### src/inc/cco_pkg.sv
// Functional notes
// - Opcode 00111111 inverts the carry flag.
// - Carry complement copies old carry into half-carry, clears subtract, keeps S, Z, P/V.
// - Compares subtract operand from accumulator for flags only; accumulator unchanged.
// - Compare operand is register, immediate, pointer-pair memory or indexed memory.
// - Register compare 10111rrr; B..L are 000..101, A is 111, 110 is not a register.
// - Immediate compare 11111110 fetches its operand as second instruction byte.
// - Compare 10111110 reads memory at the pointer pair as operand.
// - Prefix 11011101 or 11111101, then 10111110, then displacement; operand at index+d.
// - Single compares set S, Z, H borrow bit 4, P/V overflow, C borrow, N set.
// - 11101101 10101001 compares with pointer-pair memory, decrements pointer and counter pairs.
// - Block compares set S, Z, H, N; P/V clear when counter reaches zero; C kept.
// - Repeating form ends on zero counter or match, else rewinds PC by two.
// - Pending interrupt may be taken between repeats; PC points at the instruction.
// - 11101101 10111001 decodes as repeating form, distinct from single form.
package cco_pkg;
	localparam int ADDR_W = 4;
	localparam int DATA_W = 16;
	// Register map
	localparam logic [3:0] OFF_CTRL = 4'h0;
	localparam logic [3:0] OFF_STATUS = 4'h1;
	localparam logic [3:0] OFF_ACC = 4'h2;
	localparam logic [3:0] OFF_FLAGS = 4'h3;
	localparam logic [3:0] OFF_COUNT = 4'h4;
	localparam logic [3:0] OFF_DE = 4'h5;
	localparam logic [3:0] OFF_PTR = 4'h6;
	localparam logic [3:0] OFF_IDX1 = 4'h7;
	localparam logic [3:0] OFF_IDX2 = 4'h8;
	localparam logic [3:0] OFF_PC = 4'h9;
	localparam int CTRL_START = 0;
	localparam int STAT_BUSY = 0;
	localparam int STAT_UNSUP = 1;
	localparam int STAT_IRQ = 2;
	// Flag positions
	localparam int FLAG_S = 7;
	localparam int FLAG_Z = 6;
	localparam int FLAG_H = 4;
	localparam int FLAG_PV = 2;
	localparam int FLAG_N = 1;
	localparam int FLAG_C = 0;
	// Opcodes
	localparam logic [7:0] OPC_COMPL_CARRY = 8'h3F;
	localparam logic [4:0] OPC_CMP_REG_HI = 5'h17;
	localparam logic [2:0] RSEL_MEM = 3'h6;
	localparam logic [7:0] OPC_CMP_IMM = 8'hFE;
	localparam logic [7:0] OPC_CMP_PTR = 8'hBE;
	localparam logic [7:0] PFX_EXT = 8'hED;
	localparam logic [7:0] PFX_IDX1 = 8'hDD;
	localparam logic [7:0] PFX_IDX2 = 8'hFD;
	localparam logic [7:0] OPC_CMP_DEC = 8'hA9;
	localparam logic [7:0] OPC_CMP_DEC_REP = 8'hB9;
	// Register select codes
	localparam logic [2:0] REG_B = 3'h0;
	localparam logic [2:0] REG_C = 3'h1;
	localparam logic [2:0] REG_D = 3'h2;
	localparam logic [2:0] REG_E = 3'h3;
	localparam logic [2:0] REG_H = 3'h4;
	localparam logic [2:0] REG_L = 3'h5;
	localparam logic [2:0] REG_A = 3'h7;
	// Reset values and steps
	localparam logic [7:0] RST_BYTE = 8'h00;
	localparam logic [15:0] RST_WORD = 16'h0000;
	localparam logic [15:0] STEP_ONE = 16'h0001;
	localparam logic [15:0] PC_REWIND = 16'h0002;

	typedef enum logic [2:0] {
		ST_IDLE = 3'b000,
		ST_OP = 3'b001,
		ST_OP2 = 3'b011,
		ST_ARG = 3'b010,
		ST_MEM = 3'b110,
		ST_EXEC = 3'b111
	} cco_state_e;

	typedef enum logic [2:0] {
		K_COMPL, K_CMP_REG, K_CMP_IMM, K_CMP_PTR, K_CMP_IDX, K_CMP_DEC, K_CMP_DEC_REP
	} cco_kind_e;

	typedef struct packed {
		logic [7:0] a;
		logic [7:0] f;
		logic [7:0] b;
		logic [7:0] c;
		logic [7:0] d;
		logic [7:0] e;
		logic [7:0] h;
		logic [7:0] l;
		logic [15:0] idxFirst;
		logic [15:0] idxSecond;
		logic [15:0] pc;
	} cco_arch_s;
endpackage : cco_pkg

### src/hw/cco_core.sv
// The register addresses and the address-and-strobe port are this design's own decisions.
`timescale 1ns/1ps
`default_nettype none
module cco_core
	import cco_pkg::*;
(
	input wire logic clock,
	input wire logic arst_n,
	input wire logic [ADDR_W-1:0] busAddr,
	input wire logic [DATA_W-1:0] busWdata,
	input wire logic busWr,
	input wire logic busRd,
	output logic [DATA_W-1:0] busRdata,
	output logic [15:0] memAddr,
	output logic memReq,
	input wire logic [7:0] memRdata,
	input wire logic memAck,
	input wire logic irqPending,
	output logic irqTaken,
	output logic instrDone,
	output logic busy
);
	cco_state_e state, next_state;
	cco_kind_e kind, next_kind;
	cco_arch_s arch, next_arch;
	logic [7:0] pfx, next_pfx;
	logic [7:0] operand, next_operand;
	logic [15:0] next_memAddr;
	logic [DATA_W-1:0] next_busRdata;
	logic unsup, next_unsup;
	logic irqSeen, next_irqSeen;
	logic next_irqTaken, next_instrDone;
	logic [7:0] aluFlags;
	logic aluEqual;
	logic [15:0] ptrPair, cntPair, cntNext;

	function automatic logic [7:0] selReg(input cco_arch_s r, input logic [2:0] code);
		logic [7:0] v;
		v = RST_BYTE;
		case (code)
			REG_B: v = r.b;
			REG_C: v = r.c;
			REG_D: v = r.d;
			REG_E: v = r.e;
			REG_H: v = r.h;
			REG_L: v = r.l;
			REG_A: v = r.a;
			default: v = RST_BYTE;
		endcase
		return v;
	endfunction : selReg

	function automatic logic [15:0] dec16(input logic [15:0] v, input logic [15:0] step);
		return v - step;
	endfunction : dec16

	function automatic logic isBlockKind(input cco_kind_e k);
		return (k == K_CMP_DEC) || (k == K_CMP_DEC_REP);
	endfunction : isBlockKind

	assign ptrPair = {arch.h, arch.l};
	assign cntPair = {arch.b, arch.c};
	assign cntNext = dec16(cntPair, STEP_ONE);
	assign memReq = (state == ST_OP) || (state == ST_OP2) || (state == ST_ARG) || (state == ST_MEM);
	assign busy = (state != ST_IDLE);

	cco_flag_unit flagUnit (
		.accum(arch.a),
		.operand(operand),
		.oldFlags(arch.f),
		.isCompl(kind == K_COMPL),
		.isBlock(isBlockKind(kind)),
		.counterNext(cntNext),
		.newFlags(aluFlags),
		.equal(aluEqual)
	);

	always_comb begin
		next_state = state;
		next_kind = kind;
		next_arch = arch;
		next_pfx = pfx;
		next_operand = operand;
		next_memAddr = memAddr;
		next_unsup = unsup;
		next_irqSeen = irqSeen;
		next_irqTaken = 1'b0;
		next_instrDone = 1'b0;
		next_busRdata = busRdata;
		if (busRd) begin
			case (busAddr)
				OFF_STATUS: next_busRdata = {13'h0000, irqSeen, unsup, busy};
				OFF_ACC: next_busRdata = {8'h00, arch.a};
				OFF_FLAGS: next_busRdata = {8'h00, arch.f};
				OFF_COUNT: next_busRdata = cntPair;
				OFF_DE: next_busRdata = {arch.d, arch.e};
				OFF_PTR: next_busRdata = ptrPair;
				OFF_IDX1: next_busRdata = arch.idxFirst;
				OFF_IDX2: next_busRdata = arch.idxSecond;
				OFF_PC: next_busRdata = arch.pc;
				default: next_busRdata = 16'h0000;
			endcase
		end
		case (state)
			ST_IDLE: begin
				if (busWr) begin
					case (busAddr)
						OFF_CTRL: begin
							if (busWdata[CTRL_START]) begin
								next_state = ST_OP;
								next_memAddr = arch.pc;
								next_unsup = 1'b0;
								next_irqSeen = 1'b0;
							end
						end
						OFF_ACC: next_arch.a = busWdata[7:0];
						OFF_FLAGS: next_arch.f = busWdata[7:0];
						OFF_COUNT: {next_arch.b, next_arch.c} = busWdata;
						OFF_DE: {next_arch.d, next_arch.e} = busWdata;
						OFF_PTR: {next_arch.h, next_arch.l} = busWdata;
						OFF_IDX1: next_arch.idxFirst = busWdata;
						OFF_IDX2: next_arch.idxSecond = busWdata;
						OFF_PC: next_arch.pc = busWdata;
						default: next_state = ST_IDLE;
					endcase
				end
			end
			ST_OP: begin
				if (memAck) begin
					next_arch.pc = arch.pc + STEP_ONE;
					next_memAddr = arch.pc + STEP_ONE;
					if (memRdata == OPC_COMPL_CARRY) begin
						next_kind = K_COMPL;
						next_state = ST_EXEC;
					end else if (memRdata[7:3] == OPC_CMP_REG_HI) begin
						if (memRdata[2:0] == RSEL_MEM) begin
							next_kind = K_CMP_PTR;
							next_memAddr = ptrPair;
							next_state = ST_MEM;
						end else begin
							next_kind = K_CMP_REG;
							next_operand = selReg(arch, memRdata[2:0]);
							next_state = ST_EXEC;
						end
					end else if (memRdata == OPC_CMP_IMM) begin
						next_kind = K_CMP_IMM;
						next_state = ST_ARG;
					end else if ((memRdata == PFX_EXT) || (memRdata == PFX_IDX1)
							|| (memRdata == PFX_IDX2)) begin
						next_pfx = memRdata;
						next_state = ST_OP2;
					end else begin
						next_arch.pc = arch.pc;
						next_unsup = 1'b1;
						next_state = ST_IDLE;
					end
				end
			end
			ST_OP2: begin
				if (memAck) begin
					next_arch.pc = arch.pc + STEP_ONE;
					next_memAddr = arch.pc + STEP_ONE;
					if ((pfx == PFX_EXT) && (memRdata == OPC_CMP_DEC)) begin
						next_kind = K_CMP_DEC;
						next_memAddr = ptrPair;
						next_state = ST_MEM;
					end else if ((pfx == PFX_EXT) && (memRdata == OPC_CMP_DEC_REP)) begin
						next_kind = K_CMP_DEC_REP;
						next_memAddr = ptrPair;
						next_state = ST_MEM;
					end else if ((pfx != PFX_EXT) && (memRdata == OPC_CMP_PTR)) begin
						next_kind = K_CMP_IDX;
						next_state = ST_ARG;
					end else begin
						next_arch.pc = dec16(arch.pc, STEP_ONE);
						next_unsup = 1'b1;
						next_state = ST_IDLE;
					end
				end
			end
			ST_ARG: begin
				if (memAck) begin
					next_arch.pc = arch.pc + STEP_ONE;
					if (kind == K_CMP_IMM) begin
						next_operand = memRdata;
						next_state = ST_EXEC;
					end else begin
						next_memAddr = ((pfx == PFX_IDX1) ? arch.idxFirst : arch.idxSecond)
							+ {{8{memRdata[7]}}, memRdata};
						next_state = ST_MEM;
					end
				end
			end
			ST_MEM: begin
				if (memAck) begin
					next_operand = memRdata;
					next_state = ST_EXEC;
				end
			end
			ST_EXEC: begin
				next_arch.f = aluFlags;
				next_state = ST_IDLE;
				next_instrDone = 1'b1;
				if (isBlockKind(kind)) begin
					{next_arch.h, next_arch.l} = dec16(ptrPair, STEP_ONE);
					{next_arch.b, next_arch.c} = cntNext;
				end
				// Repeat unless match or zero count
				if ((kind == K_CMP_DEC_REP) && !aluEqual && (cntNext != RST_WORD)) begin
					next_arch.pc = dec16(arch.pc, PC_REWIND);
					next_instrDone = 1'b0;
					if (irqPending) begin
						next_irqTaken = 1'b1;
						next_irqSeen = 1'b1;
					end else begin
						next_memAddr = dec16(arch.pc, PC_REWIND);
						next_state = ST_OP;
					end
				end
			end
			default: next_state = ST_IDLE;
		endcase
	end

	always_ff @(posedge clock or negedge arst_n) begin
		if (!arst_n) begin
			state <= ST_IDLE;
			kind <= K_COMPL;
			arch <= '0;
			pfx <= RST_BYTE;
			operand <= RST_BYTE;
			memAddr <= RST_WORD;
			unsup <= 1'b0;
			irqSeen <= 1'b0;
			irqTaken <= 1'b0;
			instrDone <= 1'b0;
			busRdata <= 16'h0000;
		end else begin
			state <= next_state;
			kind <= next_kind;
			arch <= next_arch;
			pfx <= next_pfx;
			operand <= next_operand;
			memAddr <= next_memAddr;
			unsup <= next_unsup;
			irqSeen <= next_irqSeen;
			irqTaken <= next_irqTaken;
			instrDone <= next_instrDone;
			busRdata <= next_busRdata;
		end
	end
endmodule : cco_core
`default_nettype wire

### src/hw/cco_flag_unit.sv
`timescale 1ns/1ps
`default_nettype none
module cco_flag_unit
	import cco_pkg::*;
(
	input wire logic [7:0] accum,
	input wire logic [7:0] operand,
	input wire logic [7:0] oldFlags,
	input wire logic isCompl,
	input wire logic isBlock,
	input wire logic [15:0] counterNext,
	output logic [7:0] newFlags,
	output logic equal
);
	logic [8:0] diff;
	logic [4:0] low;

	assign diff = {1'b0, accum} - {1'b0, operand};
	assign low = {1'b0, accum[3:0]} - {1'b0, operand[3:0]};
	assign equal = (diff[7:0] == 8'h00);

	always_comb begin
		newFlags = oldFlags;
		if (isCompl) begin
			newFlags[FLAG_H] = oldFlags[FLAG_C];
			newFlags[FLAG_N] = 1'b0;
			newFlags[FLAG_C] = ~oldFlags[FLAG_C];
		end else begin
			newFlags[FLAG_S] = diff[7];
			newFlags[FLAG_Z] = equal;
			newFlags[FLAG_H] = low[4];
			newFlags[FLAG_N] = 1'b1;
			if (isBlock) begin
				newFlags[FLAG_PV] = (counterNext != RST_WORD);
			end else begin
				newFlags[FLAG_PV] = (accum[7] ^ operand[7]) & (diff[7] ^ accum[7]);
				newFlags[FLAG_C] = diff[8];
			end
		end
	end
endmodule : cco_flag_unit
`default_nettype wire

### config.mk
export PLATFORM = sky130hd
export DESIGN_NAME = cco_core
export DESIGN_NICKNAME = d
export VERILOG_FILES = /design/src/inc/cco_pkg.sv /design/src/hw/cco_core.sv /design/src/hw/cco_flag_unit.sv
export SDC_FILE = /design/constraint.sdc
export NUM_CORES = 1
export LEC_CHECK = 0
export ABC_AREA = 1
export BUFFER_PORTS_ARGS = -buffer_cell sky130_fd_sc_hd__buf_2
export CAP_MARGIN = 0
export CORE_MARGIN = 8
export CORE_UTILIZATION = 35
export DETAILED_ROUTE_END_ITERATION = 12
export PLACE_DENSITY_LB_ADDON = 0.15
export SETUP_SLACK_MARGIN = 0.1
export SYNTH_ARGS = -nofsm -noshare
export SYNTH_HDL_FRONTEND = slang
export SYNTH_HIERARCHICAL = 1
export SYNTH_SLANG_ARGS = --single-unit
### constraint.sdc
create_clock -name clock -period 2.43 [get_ports clock]
set_input_delay 0.243 -clock clock [delete_from_list [all_inputs] [get_ports clock]]
set_output_delay 0.243 -clock clock [all_outputs]
set_load 0.02 [all_outputs]
# Word level (Yosys, flattened, before mapping)
# Index checks and enable logic that the tools add are counted.
# classes
n_eq_ne	69
n_mux	106
div_mod_pow	0
add_sub_neg	8
shifts	0
bitwise	8
n_reduce_logical	43
n_mul	0
n_lt_le_gt_ge	0
# op_table
cell	n
$mux 16	34
$pmux 16 s5	2
$pmux 16 s9	1
$mux 104	1
$eq 8x8->1 const B	9
$mux 8	8
$mux 3	19
$pmux 8 s7	1
$pmux 24 s2	1
$sub 16x1->16 const B	3
$ne 2x2->1 const B	20
$pmux 16 s2	1
$mux 1	27
$eq 3x3->1 const B	8
$pmux 8 s3	1
$reduce_and 4->1	5
$pmux 3 s6	1
$add 16x1->16 const B	1
$add 16x16->16	1
$eq 4x3->1 const B	4
$ne 2x1->1 const B	8
$reduce_and 8->1	2
$reduce_bool 16->1	1
$sub 16x2->16 const B	1
other kinds (37)	74
# word_totals
mem_count	0
output_inout_bits	36
mem_bits_rw	0
elab_cells	258
reg_bits	170
mem_bits_ro	0
inputBits	34
latch_bits	0

# Logic depth before layout (Yosys ltp)
# Gate-level depths: netlist (run 1).
# depth
ltp_word	9
ltp_mapped	22
mapped_depth_nobuf	21

# Cells and area by module
# Netlist (run 1), hierarchy kept.
# by_module_without_submodules
mod	area_per_inst_um2	n_inst	cells_per_inst
cco_core	12568.3	1	1928
cco_flag_unit	654.4	1	123

# Least setup slack after synthesis (run 1)
# OpenSTA, ideal clock, no wires.
# synth_path
kind	register to register
startpoint	register pfx[1]
endpoint	register memAddr[14]
n_path_buf	1
setup_slack_ps	-235
arrival_ps	2546
period_less_slack_ps	2665
setup_time_ps	119
required_time_ps	2311
stages_incl_launch_ff	22
path_cell_list	dfrtp_1 -> inv_1 -> nand2_1 -> nor2_1 -> nand2_1 -> clkbuf_1 -> o21ai_0 -> ha_1 -> inv_1 -> fa_1 -> inv_1 -> nand4_1 -> nand2_1 -> nand2_1 -> nand2_1 -> nand2_1 -> nand3_1 -> nand2_1 -> nor2_1 -> nand2_1 -> nand4_1 -> nand2_1
# synth_via
elab_chain_len	6
elab_cells_between_ends	12
classes_between	add/sub: 1; eq/ne: 2; mux: 7; reduce/logical: 2
# synth_lines
item	line_no	text
start: declaration	cco_core.sv:26	logic [7:0] pfx, next_pfx;
start signal: assignment	cco_core.sv:242	pfx <= next_pfx;
$eq 8x8->1, on equally long branches	cco_core.sv:188, cco_core.sv:163, cco_core.sv:167	
$mux 16 or $logic_and 1x1->1 (tied branches)	cco_core.sv:188, cco_core.sv:167	
$add 16x16->16 or $mux 16 (tied branches)	cco_core.sv:189, cco_core.sv:167	
$mux 16, on equally long branches	cco_core.sv:184, cco_core.sv:163	
$mux 16, on equally long branches	cco_core.sv:182, cco_core.sv:160	
$pmux 16 s5 *	cco_core.sv:104	case (state)
end signal: assignment	cco_core.sv:244	memAddr <= next_memAddr;
end: declaration	cco_core.sv:14	output logic [15:0] memAddr,
# Every way passes the cells marked *; elsewhere a longest branch is shown, timed or not. The select of a mux whose other input is x is not followed.
# A chain may end at the register's enable or synchronous reset.

# Final worst setup path (run 1)
# layout_path
startpoint	register pfx[5]
endpoint	register memAddr[4]
# Same word-level chain as after synthesis.

==> impl_results.md, run 1 <==
- Outcome: finished, violations left
- Violated checks: negative setup slack
- Slew HR: 50.5%
- Yosys warnings: 6
- RSZ-0062 raised after global routing: true
- Final-report setup violation count: 32
- Final nets: 2362
- Overall via count from detail_route: 15400
- Reg-to-Reg Start: pfx[5]$_DFFE_PN0P_
- FF+latch count, synth: 170
- Dpl cells: 2745
- Pwr dens: 1170 mW/mm2
- Clock Skew: 0.0151 ns
- Hold Path Depth: 2
- GRT Total Usage: 28.1%
- Most used DFF post-synth: dfrtp_1
- Initial drt markers: 1816
- Int Power: 0.0102 W
- Post-synth ARST share: 100%
- Fillers: 3847
- Initial Util: 35.4%
- Placer congestion estimate: 0.995
- Number of global-route vias before repair: 14600
- Sequential area share after synthesis: 32.2%
- Worst-path clk slew: 0.07 ns
- FF/Latch Area: 0.00426 mm2
- H-Tree Depth: 4
- Synthesized Nets: 2118
- Die width: 210 um
- Period utilisation layout: 113%
- Reg2reg setup slack: -0.31 ns
- Antenna diodes: 0
- Post-synthesis cell type count: 53
- Hold Vio Cnt, Final: 0
- Initial antenna violation count: 0
- Mapped cell area: 0.0132 mm2
- First-pass GRT wire length: 93100 um
- Critical path cell sequence: inv_2 > nand2_2 > nor2_4 > nand2_4 > buf_16 > o21ai_4 > ha_2 > inv_2 > fa_2 > inv_2 > nand3_2 > nand3_4 > a21oi_2 > o21ai_2 > buf_4 > nand2_2 > inv_2 > nand4_1 > nand4_1 > nand2_1
- Buffers on Ports: 69
- Critical Path AT: 3.09 ns
- Detailed Place HPWL: 48900 um
- Final Worst Setup Slack: -0.305 ns
- Psw: 0.0101 W
- Critical path's largest stage delay: 0.39 ns
- Area of the multi-input gates: 0.00839 mm2
- EDFF count, synth: 0
- Clock power share: 14.4%
- Fmax: 366 MHz
- Combinational share of power: 60.5%
- Pleak: 8.87 nW
- Hold Startpoint: memAck
- Share of cells above drive strength 1: 24.7%
- Top cells by count, synth: 639 x nand2_1, 294 x inv_1, 198 x o21ai_0
- Final Max Tran Viols: 0
- Final min period: 2.74 ns
- Post-DRT Antenna Nets: 0
- Die height: 210 um
- Worst vdd ir: 0.537 mV
- CTS Sinks: 170
- Largest cells by area after synthesis: dfrtp_1 32%, nand2_1 18%, inv_1 8.3%
- Routed wire length: 62700 um
- Worst-path fanout max: 6
- Crit end category: flip-flop
- Max cap viols: 0
- Largest net degree at the start of global routing: 57
- Cells after Synth: 2051
- Actual slew at the worst max-slew pin: 0.735 ns
- DRC violations left: 0
- Crit start category: flip-flop
- GRT Residual Overflow: 0
- Die Area: 0.0443 mm2
- R2r endpoint: memAddr[4]$_DFFE_PN0P_
- Ports: 70
- Most common cell in the netlist: nand2_1
- Clock root buffer: clkbuf_16
- DR vias/cell: 5.45
- Post-layout util: 46.5%
- CP dominant cell by count: inv_2
- Required @ worst endpoint: 2.78 ns
- Core Footprint: 0.0374 mm2
- Switch share: 49.7%
- Sequential share of power: 25.1%
- 1st-pass router iterations: 8
- Largest area contributor in the netlist: dfrtp_1
- Syn avg cell area: 6.45 um2
- Crit Path Class: flip-flop to flip-flop
- Hold Path Sink: state[2]$_DFFE_PN0P_
- Maximum root-to-sink buffer count: 2
- Row count: 71
- Hold Path Class: primary input to flip-flop
- Area share of the largest cell type after synthesis: 32.2%
- Area growth syn-to-layout: 31.6%
- Clock Latency Late Sink: 0.47 ns
- CP max-delay cell: dfrtp_1
- CTS buffer count: 17
- Non-Filler Instances: 2819
- FF-to-FF path depth: 20
- Hold WS: 0.0463 ns
- CTS tree: built
- Post-DR wirelength/cell: 22.3 um
## how the worst max path moves through the flow
stage,startpoint,endpoint,slack [ns]
global placement,pfx[5]$_DFFE_PN0P_,memAddr[15]$_DFFE_PN0P_,-0.60
detailed placement,pfx[5]$_DFFE_PN0P_,memAddr[15]$_DFFE_PN0P_,-0.61
global route,pfx[5]$_DFFE_PN0P_,memAddr[8]$_DFFE_PN0P_,-0.44
finish,pfx[5]$_DFFE_PN0P_,memAddr[4]$_DFFE_PN0P_,-0.31
floorplan,pfx[1]$_DFFE_PN0P_,memAddr[14]$_DFFE_PN0P_,0.04
CTS,pfx[5]$_DFFE_PN0P_,memAddr[4]$_DFFE_PN0P_,-0.25
## through the flow
step           instance area (um2)  setup slack (ns)  setup TNS (ns)  total power [W]
2_1_floorplan                13300            0.0443               0           0.0108
3_3_place_gp                 15400            -0.599           -7.27           0.0154
3_5_place_dp                 15400            -0.611           -8.70           0.0154
4_1_cts                      17000            -0.252           -4.96           0.0195
5_1_grt                      17400            -0.438          -11.10           0.0217
6_report                     17400            -0.305           -5.85           0.0203
## per-layer routing
| metal | part of all wire (%) | up-vias | track usage [%] |
|---|---|---|---|
| li1 | - | 7169 | - |
| met1 | 44 | 7321 | 39.0 |
| met2 | 43 | 734 | 42.6 |
| met3 | 9.0 | 126 | 6.13 |
| met4 | 3.5 | 0 | 9.87 |
| met5 | 0 | - | 0 |
## repair_timing
| item | CTS | global route |
|---|---|---|
| endpoints found under the hold margin | 52 | 0 |
| endpoints found under the setup margin | 35 | 48 |
| pin swaps | 69 | 78 |
| gates cloned | 5 | 0 |
| hold buffers | 1 | 0 |
| setup buffers | 25 | 13 |
| gates resized for setup | 162 | 96 |
## cells in the final DEF (no fill, tap or decap), types with 48 or more instances in the layout
cell     count
a21oi_1     63
buf_2       68
buf_4      198
dfrtp_1    166
inv_1      280
nand2_1    566
nand2_2     61
nand3_1     87
nand4_1     48
nor2_1     151
o21ai_0    175
o22ai_1     54
## flip-flops by register name, summed over array words and instances (netlist names)
signal	cells
arch	112
busRdata	16
memAddr	16
operand	8
pfx	8
kind	3
state	3
instrDone	1
irqSeen	1
irqTaken	1
unsup	1
## area by class of cell
cell class,count,area share (%)
Multi-Input combinational cell,1500,48.2
Sequential cell,170,24.5
Timing Repair Buffer,299,13.5
Inverter,307,6.71
Tap cell,511,3.67
Clock buffer,19,2.49
Clock inverter,13,0.927
## cell families (layout without fill, tap and decap cells)
logic type	Yosys count	in the layout	synth area share [%]
compound gates	413	413	18.0
xor+xnor	28	28	1.97
fa+ha+maj	33	33	3.24
buf+inv	382	638	11.3
flops	170	170	32.2
mux	10	10	0.852
simple gates	1015	1016	32.5
## power by group through the flow
stage / sequential (W) / clock (W) / combinational (W)
after global routing: 0.00520 / 0.00307 / 0.0134
after CTS: 0.00503 / 0.00296 / 0.0115
after global placement: 0.00504 / 0 / 0.0103
after floorplan: 0.00473 / 0 / 0.00611
after detailed placement: 0.00505 / 0 / 0.0104
final: 0.00512 / 0.00292 / 0.0123
## worst max-delay path, delay by kind of cell (launching register included)
kind / cells / cell delay [ns]
AOI/OAI and AO/OA: 3 / 0.25
adders and majority gates: 2 / 0.57
buffers and inverters: 6 / 0.55
DFF: 1 / 0.39
and+or+nand+nor: 9 / 0.89
No activity file was read; power rests on OpenSTA's default activity.
==> run 2, diff against run 1 <==
Settings changed: CORE_ASPECT_RATIO set to 0.75.
==> impl_results.md, run 2 (synthesis gave the netlist of run 1 again) <==
- Hold Path Depth: 2
- GRT Total Usage: 28.5%
- Met2 Track Usage GR: 37.4%
- Required @ worst endpoint: 2.84 ns
- Initial antenna violation count: 3
- Post-layout util: 46.1%
- Overall via count from detail_route: 15400
- Crit path max-delay family: simple AND/OR/NAND/NOR gates
- Clock power share: 14.0%
- Post-DRT Antenna Nets: 0
- Initial drt markers: 1979
- Sequential share of power: 25.6%
- Clock Skew: 0.0164 ns
- Crit Path Class: flip-flop to flip-flop
- Buffers on Ports: 69
- Post-DR wirelength/cell: 22.6 um
- Largest net degree at the start of global routing: 60
- Worst-path clk slew: 0.08 ns
- Critical path buffers and inverters: 2
- Max cap viols: 0
- Critical path cell sequence: ha_2 > fa_2 > nand2_1 > nor2_1 > nand2_1 > nor2_1 > nand2_2 > nor2_4 > nor3b_4 > nor2_2 > nand2_2 > nand2_4 > nand2_4 > buf_6 > clkbuf_16 > nand2_4 > nand2_2
- Area post-placement: 0.0156 mm2
- Die Area: 0.0443 mm2
- Maximum root-to-sink buffer count: 2
- Worst Setup SP: operand[0]$_DFFE_PN0P_
- Met3 Usage GRT: 10.5%
- CTS tree: built
- CTS buffer count: 17
- Met1 Usage GRT: 43.2%
- Pwr dens: 1170 mW/mm2
- Die height: 184 um
- R2r endpoint: arch[15]$_DFFE_PN0P_
- DRC violations left: 0
- Grt peak-use layer: met1
- Most frequent cells in the layout: 586 x nand2_1, 284 x inv_1, 221 x buf_4
- First-pass GRT wire length: 93000 um
- Int Power: 0.00991 W
- Critical Path AT: 3.13 ns
- Ports: 70
- 1st-pass router iterations: 6
- Reg-to-Reg Start: operand[0]$_DFFE_PN0P_
- Number of global-route vias before repair: 14200
- RSZ-0062 raised after global routing: true
- Slew HR: 38.6%
- Reg2reg setup slack: -0.30 ns
- CP max-delay cell: fa_2
- Detailed Place HPWL: 50600 um
- Die width: 240 um
- Final Cell Area: 0.0171 mm2
- Worst vdd ir: 0.577 mV
- DR vias/cell: 5.43
- Top flop regs: arch (112), busRdata (16), memAddr (16)
- Fmax: 367 MHz
- Core Footprint: 0.0372 mm2
- CTS Sinks: 170
- Hold Vio Cnt, Final: 0
- Crit end category: flip-flop
- Clock root buffer: clkbuf_16
- Hold Startpoint: memAck
- Psw: 0.0101 W
- H-Tree Depth: 4
- Routed wire length: 64000 um
- Dpl cells: 2765
- Violated checks: negative setup slack
- Worst-path fanout max: 7
- Most common cell after layout, fill and taps aside: nand2_1
- Area growth syn-to-layout: 29.6%
- Switch share: 50.4%
- GRT Residual Overflow: 0
- Max reg flops: 112
- Initial Util: 35.6%
- Final nets: 2381
- Period utilisation layout: 112%
- FF-to-FF path depth: 17
- Crit start category: flip-flop
- Tot Pwr: 0.0200 W
- Clock Latency Late Sink: 0.47 ns
- Row count: 61
- Final-report setup violation count: 35
- Hold Path Class: primary input to flip-flop
- Hold Path Sink: state[2]$_DFFE_PN0P_
- Final Worst Setup Slack: -0.296 ns
- DP Worst Slack: -0.673 ns
- Critical path's largest stage delay: 0.51 ns
- Final Max Tran Viols: 0
- Final min period: 2.73 ns
- Outcome: finished, violations left
- Actual slew at the worst max-slew pin: 0.908 ns
- Share of cells above drive strength 1: 23.2%
- Pleak: 8.82 nW
- Combinational share of power: 60.4%
- Placer congestion estimate: 1.03
- Non-Filler Instances: 2832
- Largest Register: arch
[run 2: what timing repair did]
action / in CTS / in global routing
cloned: 3 / 2
hold endpoints to repair: 55 / 0
buffers inserted: 22 / 9
resized for setup: 82 / 91
pin swaps: 35 / 52
setup endpoints to repair: 37 / 43
hold buffers: 1 / 0
[run 2: layout make-up]
class / count / area (um2)
Multi-Input combinational cell: 1500 / 8030
Tap cell: 504 / 631
Antenna cell: 1 / 2.50
Inverter: 307 / 1160
Fill cell: 3916 / 20000
Timing Repair Buffer: 318 / 2490
Clock buffer: 18 / 429
Clock inverter: 14 / 136
Sequential cell: 170 / 4250
[run 2: power by group through the flow]
stage	logic, W	registers, W	clock network [W]
floorplan	0.00611	0.00473	0
global placement	0.0107	0.00507	0
detailed placement	0.0107	0.00506	0
CTS	0.0113	0.00502	0.00284
global route	0.0132	0.00522	0.00294
finish	0.0121	0.00511	0.00280
[run 2: layer usage]
layer | vias up | part of all wire (%) | wire (um)
met5 | - | 0.034 | 22
met4 | 4 | 1.3 | 851
met3 | 58 | 13 | 8040
met2 | 754 | 38 | 24300
met1 | 7338 | 48 | 30700
li1 | 7212 | - | -
[run 2: how the worst max path moves through the flow]
stage / to / slack, ns / cells after the start
after floorplan: memAddr[14]$_DFFE_PN0P_ / 0.04 / 21
after global placement: memAddr[10]$_DFFE_PN0P_ / -0.66 / 20
after detailed placement: memAddr[10]$_DFFE_PN0P_ / -0.67 / 20
after CTS: memAddr[7]$_DFFE_PN0P_ / -0.27 / 19
after global routing: memAddr[10]$_DFFE_PN0P_ / -0.48 / 22
final: arch[15]$_DFFE_PN0P_ / -0.30 / 17
[run 2: per-stage QoR]
stage | hold slack (ns) | TNS (ns)
floorplan | -0.0526 | 0
global placement | 0.278 | -7.68
detailed placement | 0.280 | -8.61
CTS | 0.0151 | -6.09
global route | 0.0255 | -13.71
finish | 0.0462 | -8.14
==> run 3, diff against run 2 <==
Settings changed: ABC_AREA 1 to not set.
==> impl_results.md, run 3 <==
- Outcome: finished, violations left
- Violated checks: negative setup slack
- EDFF count, synth: 0
- Clock Latency Late Sink: 0.47 ns
- Share of cells above drive strength 1: 38.2%
- Detailed Place HPWL: 46200 um
- Yosys warnings: 6
- DR vias/cell: 6.05
- GRT Total Usage: 28.9%
- Worst-path fanout max: 10
- Largest area contributor in the netlist: dfrtp_1
- Most frequent cells in the layout: 321 x buf_4, 169 x dfrtp_1, 108 x nor2_1
- Final Worst Setup Slack: -0.830 ns
- Post-synthesis cell type count: 79
- Initial drt markers: 1933
- Die Area: 0.0418 mm2
- H-Tree Depth: 4
- FF+latch count, synth: 170
- Period utilisation layout: 134%
- Reg2reg setup slack: -0.83 ns
- Buffers on Ports: 69
- CTS tree: built
- Post-DR wirelength/cell: 26.9 um
- Pleak: 7.49 nW
- Placer congestion estimate: 1.04
- Clock Skew: 0.0127 ns
- Actual slew at the worst max-slew pin: 0.765 ns
- Most common cell in the netlist: dfrtp_1
- Hold Path Class: primary input to flip-flop
- Area share of the largest cell type after synthesis: 34.2%
- GRT Residual Overflow: 0
- Most common cell after layout, fill and taps aside: buf_4
- Largest Register: arch
- Area growth syn-to-layout: 39.4%
- Max cap viols: 0
- Top cells by count, synth: 170 x dfrtp_1, 122 x o21ai_0, 116 x nor2_1
- Worst vdd ir: 0.668 mV
- Largest cells by area after synthesis: dfrtp_1 34%, mux2_2 8.2%, o21ai_0 4.9%
- Synthesized Nets: 1524
- 1st-pass router iterations: 6
- Final min period: 3.26 ns
- Crit end category: flip-flop
- Top flop regs: arch (112), busRdata (16), memAddr (16)
- Sequential area share after synthesis: 34.2%
- Final Max Tran Viols: 0
- Die height: 179 um
- Core Footprint: 0.0348 mm2
- Hold WS: 0.164 ns
- Post-layout util: 49.7%
- CTS Sinks: 170
- Max reg flops: 112
- Slew HR: 48.5%
- Mapped cell area: 0.0124 mm2
- Largest net degree at the start of global routing: 55
- Ports: 70
- Hold Vio Cnt, Final: 0
- Final nets: 1858
- Fmax: 307 MHz
- Pwr dens: 760 mW/mm2
- Antenna diodes: 0
- Worst-path clk slew: 0.08 ns
- Cells after Synth: 1457
- DRC violations left: 0
- Overall via count from detail_route: 13700
- Post-synth ARST share: 100%
- First-pass GRT wire length: 88400 um
- Row count: 59
- Post-DRT Antenna Nets: 0
- Crit Path Class: flip-flop to flip-flop
- Critical Path AT: 3.62 ns
- CTS buffer count: 17
- Maximum root-to-sink buffer count: 2
- Required @ worst endpoint: 2.79 ns
- Die width: 234 um
- Routed wire length: 60900 um
- Final-report setup violation count: 36
- Crit start category: flip-flop
- RSZ-0062 raised after global routing: true
- Initial antenna violation count: 1
- Syn avg cell area: 8.53 um2
- Initial Util: 35.7%
- DP Worst Slack: -0.957 ns
- Most used DFF post-synth: dfrtp_1
- Number of global-route vias before repair: 12900
- Clock root buffer: clkbuf_16
==> run 3: path summary, 6_finish.rpt <==
kind                                    start                endpoint  cells past startpoint
setup / recovery           pfx[1]$_DFFE_PN0P_  memAddr[6]$_DFFE_PN0P_                     14
hold / removal                         memAck    state[2]$_DFFE_PN0P_                      2
setup reg to reg           pfx[1]$_DFFE_PN0P_  memAddr[6]$_DFFE_PN0P_                     14
hold reg to reg            pfx[3]$_DFFE_PN0P_      pfx[3]$_DFFE_PN0P_                      1
max in group asynchronous              arst_n    arch[64]$_DFFE_PN0P_                      3
min in group asynchronous              arst_n    arch[87]$_DFFE_PN0P_                      2
==> run 3: cell type report <==
type / count / area [um2]
Inverter: 61 / 229
Timing Repair Buffer: 424 / 3300
Tap cell: 457 / 572
Sequential cell: 170 / 4260
Clock buffer: 17 / 425
Multi-Input combinational cell: 1117 / 8350
Clock inverter: 15 / 186
Fill cell: 3375 / 17500
==> run 3: per-stage QoR <==
stage          area [um2]  setup TNS, ns  cells  power [W]
4_1_cts             16700         -22.91   2249     0.0126
2_1_floorplan       12600         -14.21   1457    0.00670
5_1_grt             17300         -27.53   2261     0.0138
6_report            17300         -23.38   2261     0.0132
3_3_place_gp        15700         -23.86   2199    0.00944
3_5_place_dp        15700         -27.66   2199    0.00947
==> run 3: timing repair <==
item                                    CTS  global route
buffers inserted                         17            14
gates resized for setup                  58           102
cloned                                    1             1
endpoints found under the setup margin   38            61
hold endpoints to repair                 48             0
pin swaps                                17            31
hold buffers                              1             0
==> run 3: kinds of logic after synthesis <==
| family | count (synthesis) | share of synthesized area, % |
|---|---|---|
| compound gates | 446 | 23.5 |
| xor+xnor | 57 | 4.02 |
| fa+ha+maj | 33 | 3.44 |
| buf+inv | 171 | 5.43 |
| flops | 170 | 34.2 |
| mux | 110 | 10.4 |
| simple gates | 470 | 19.0 |
==> run 3: worst max-delay path: stages, from the launching register on <==
cell      delay, ns
dfrtp_1        0.38
nand2b_4       0.15
nor4_4         0.30
buf_12         0.17
mux2_4         0.31
ha_4           0.17
inv_2          0.05
fa_2           0.22
nor2b_2        0.05
o31a_1         0.30
o21a_1         0.23
or3_4          0.33
a31oi_2        0.16
a22oi_2        0.07
mux2_4         0.26
==> run 3: metal layers <==
metal	GRT usage, %	wire, um	up-vias	share of wire (%)
li1	-	-	6084	-
met1	43.8	28300	6675	47
met2	36.7	22800	824	37
met3	10.3	8060	91	13
met4	8.43	1660	2	2.7
met5	0	13	-	0.021
==> run 3: where the power goes <==
group	internal [W]	leakage (nW)	total (W)	switching (W)
combinational	0.00284	5.01	0.00626	0.00342
sequential	0.00338	2.19	0.00393	0.000549
clock	0.00156	0.297	0.00297	0.00141
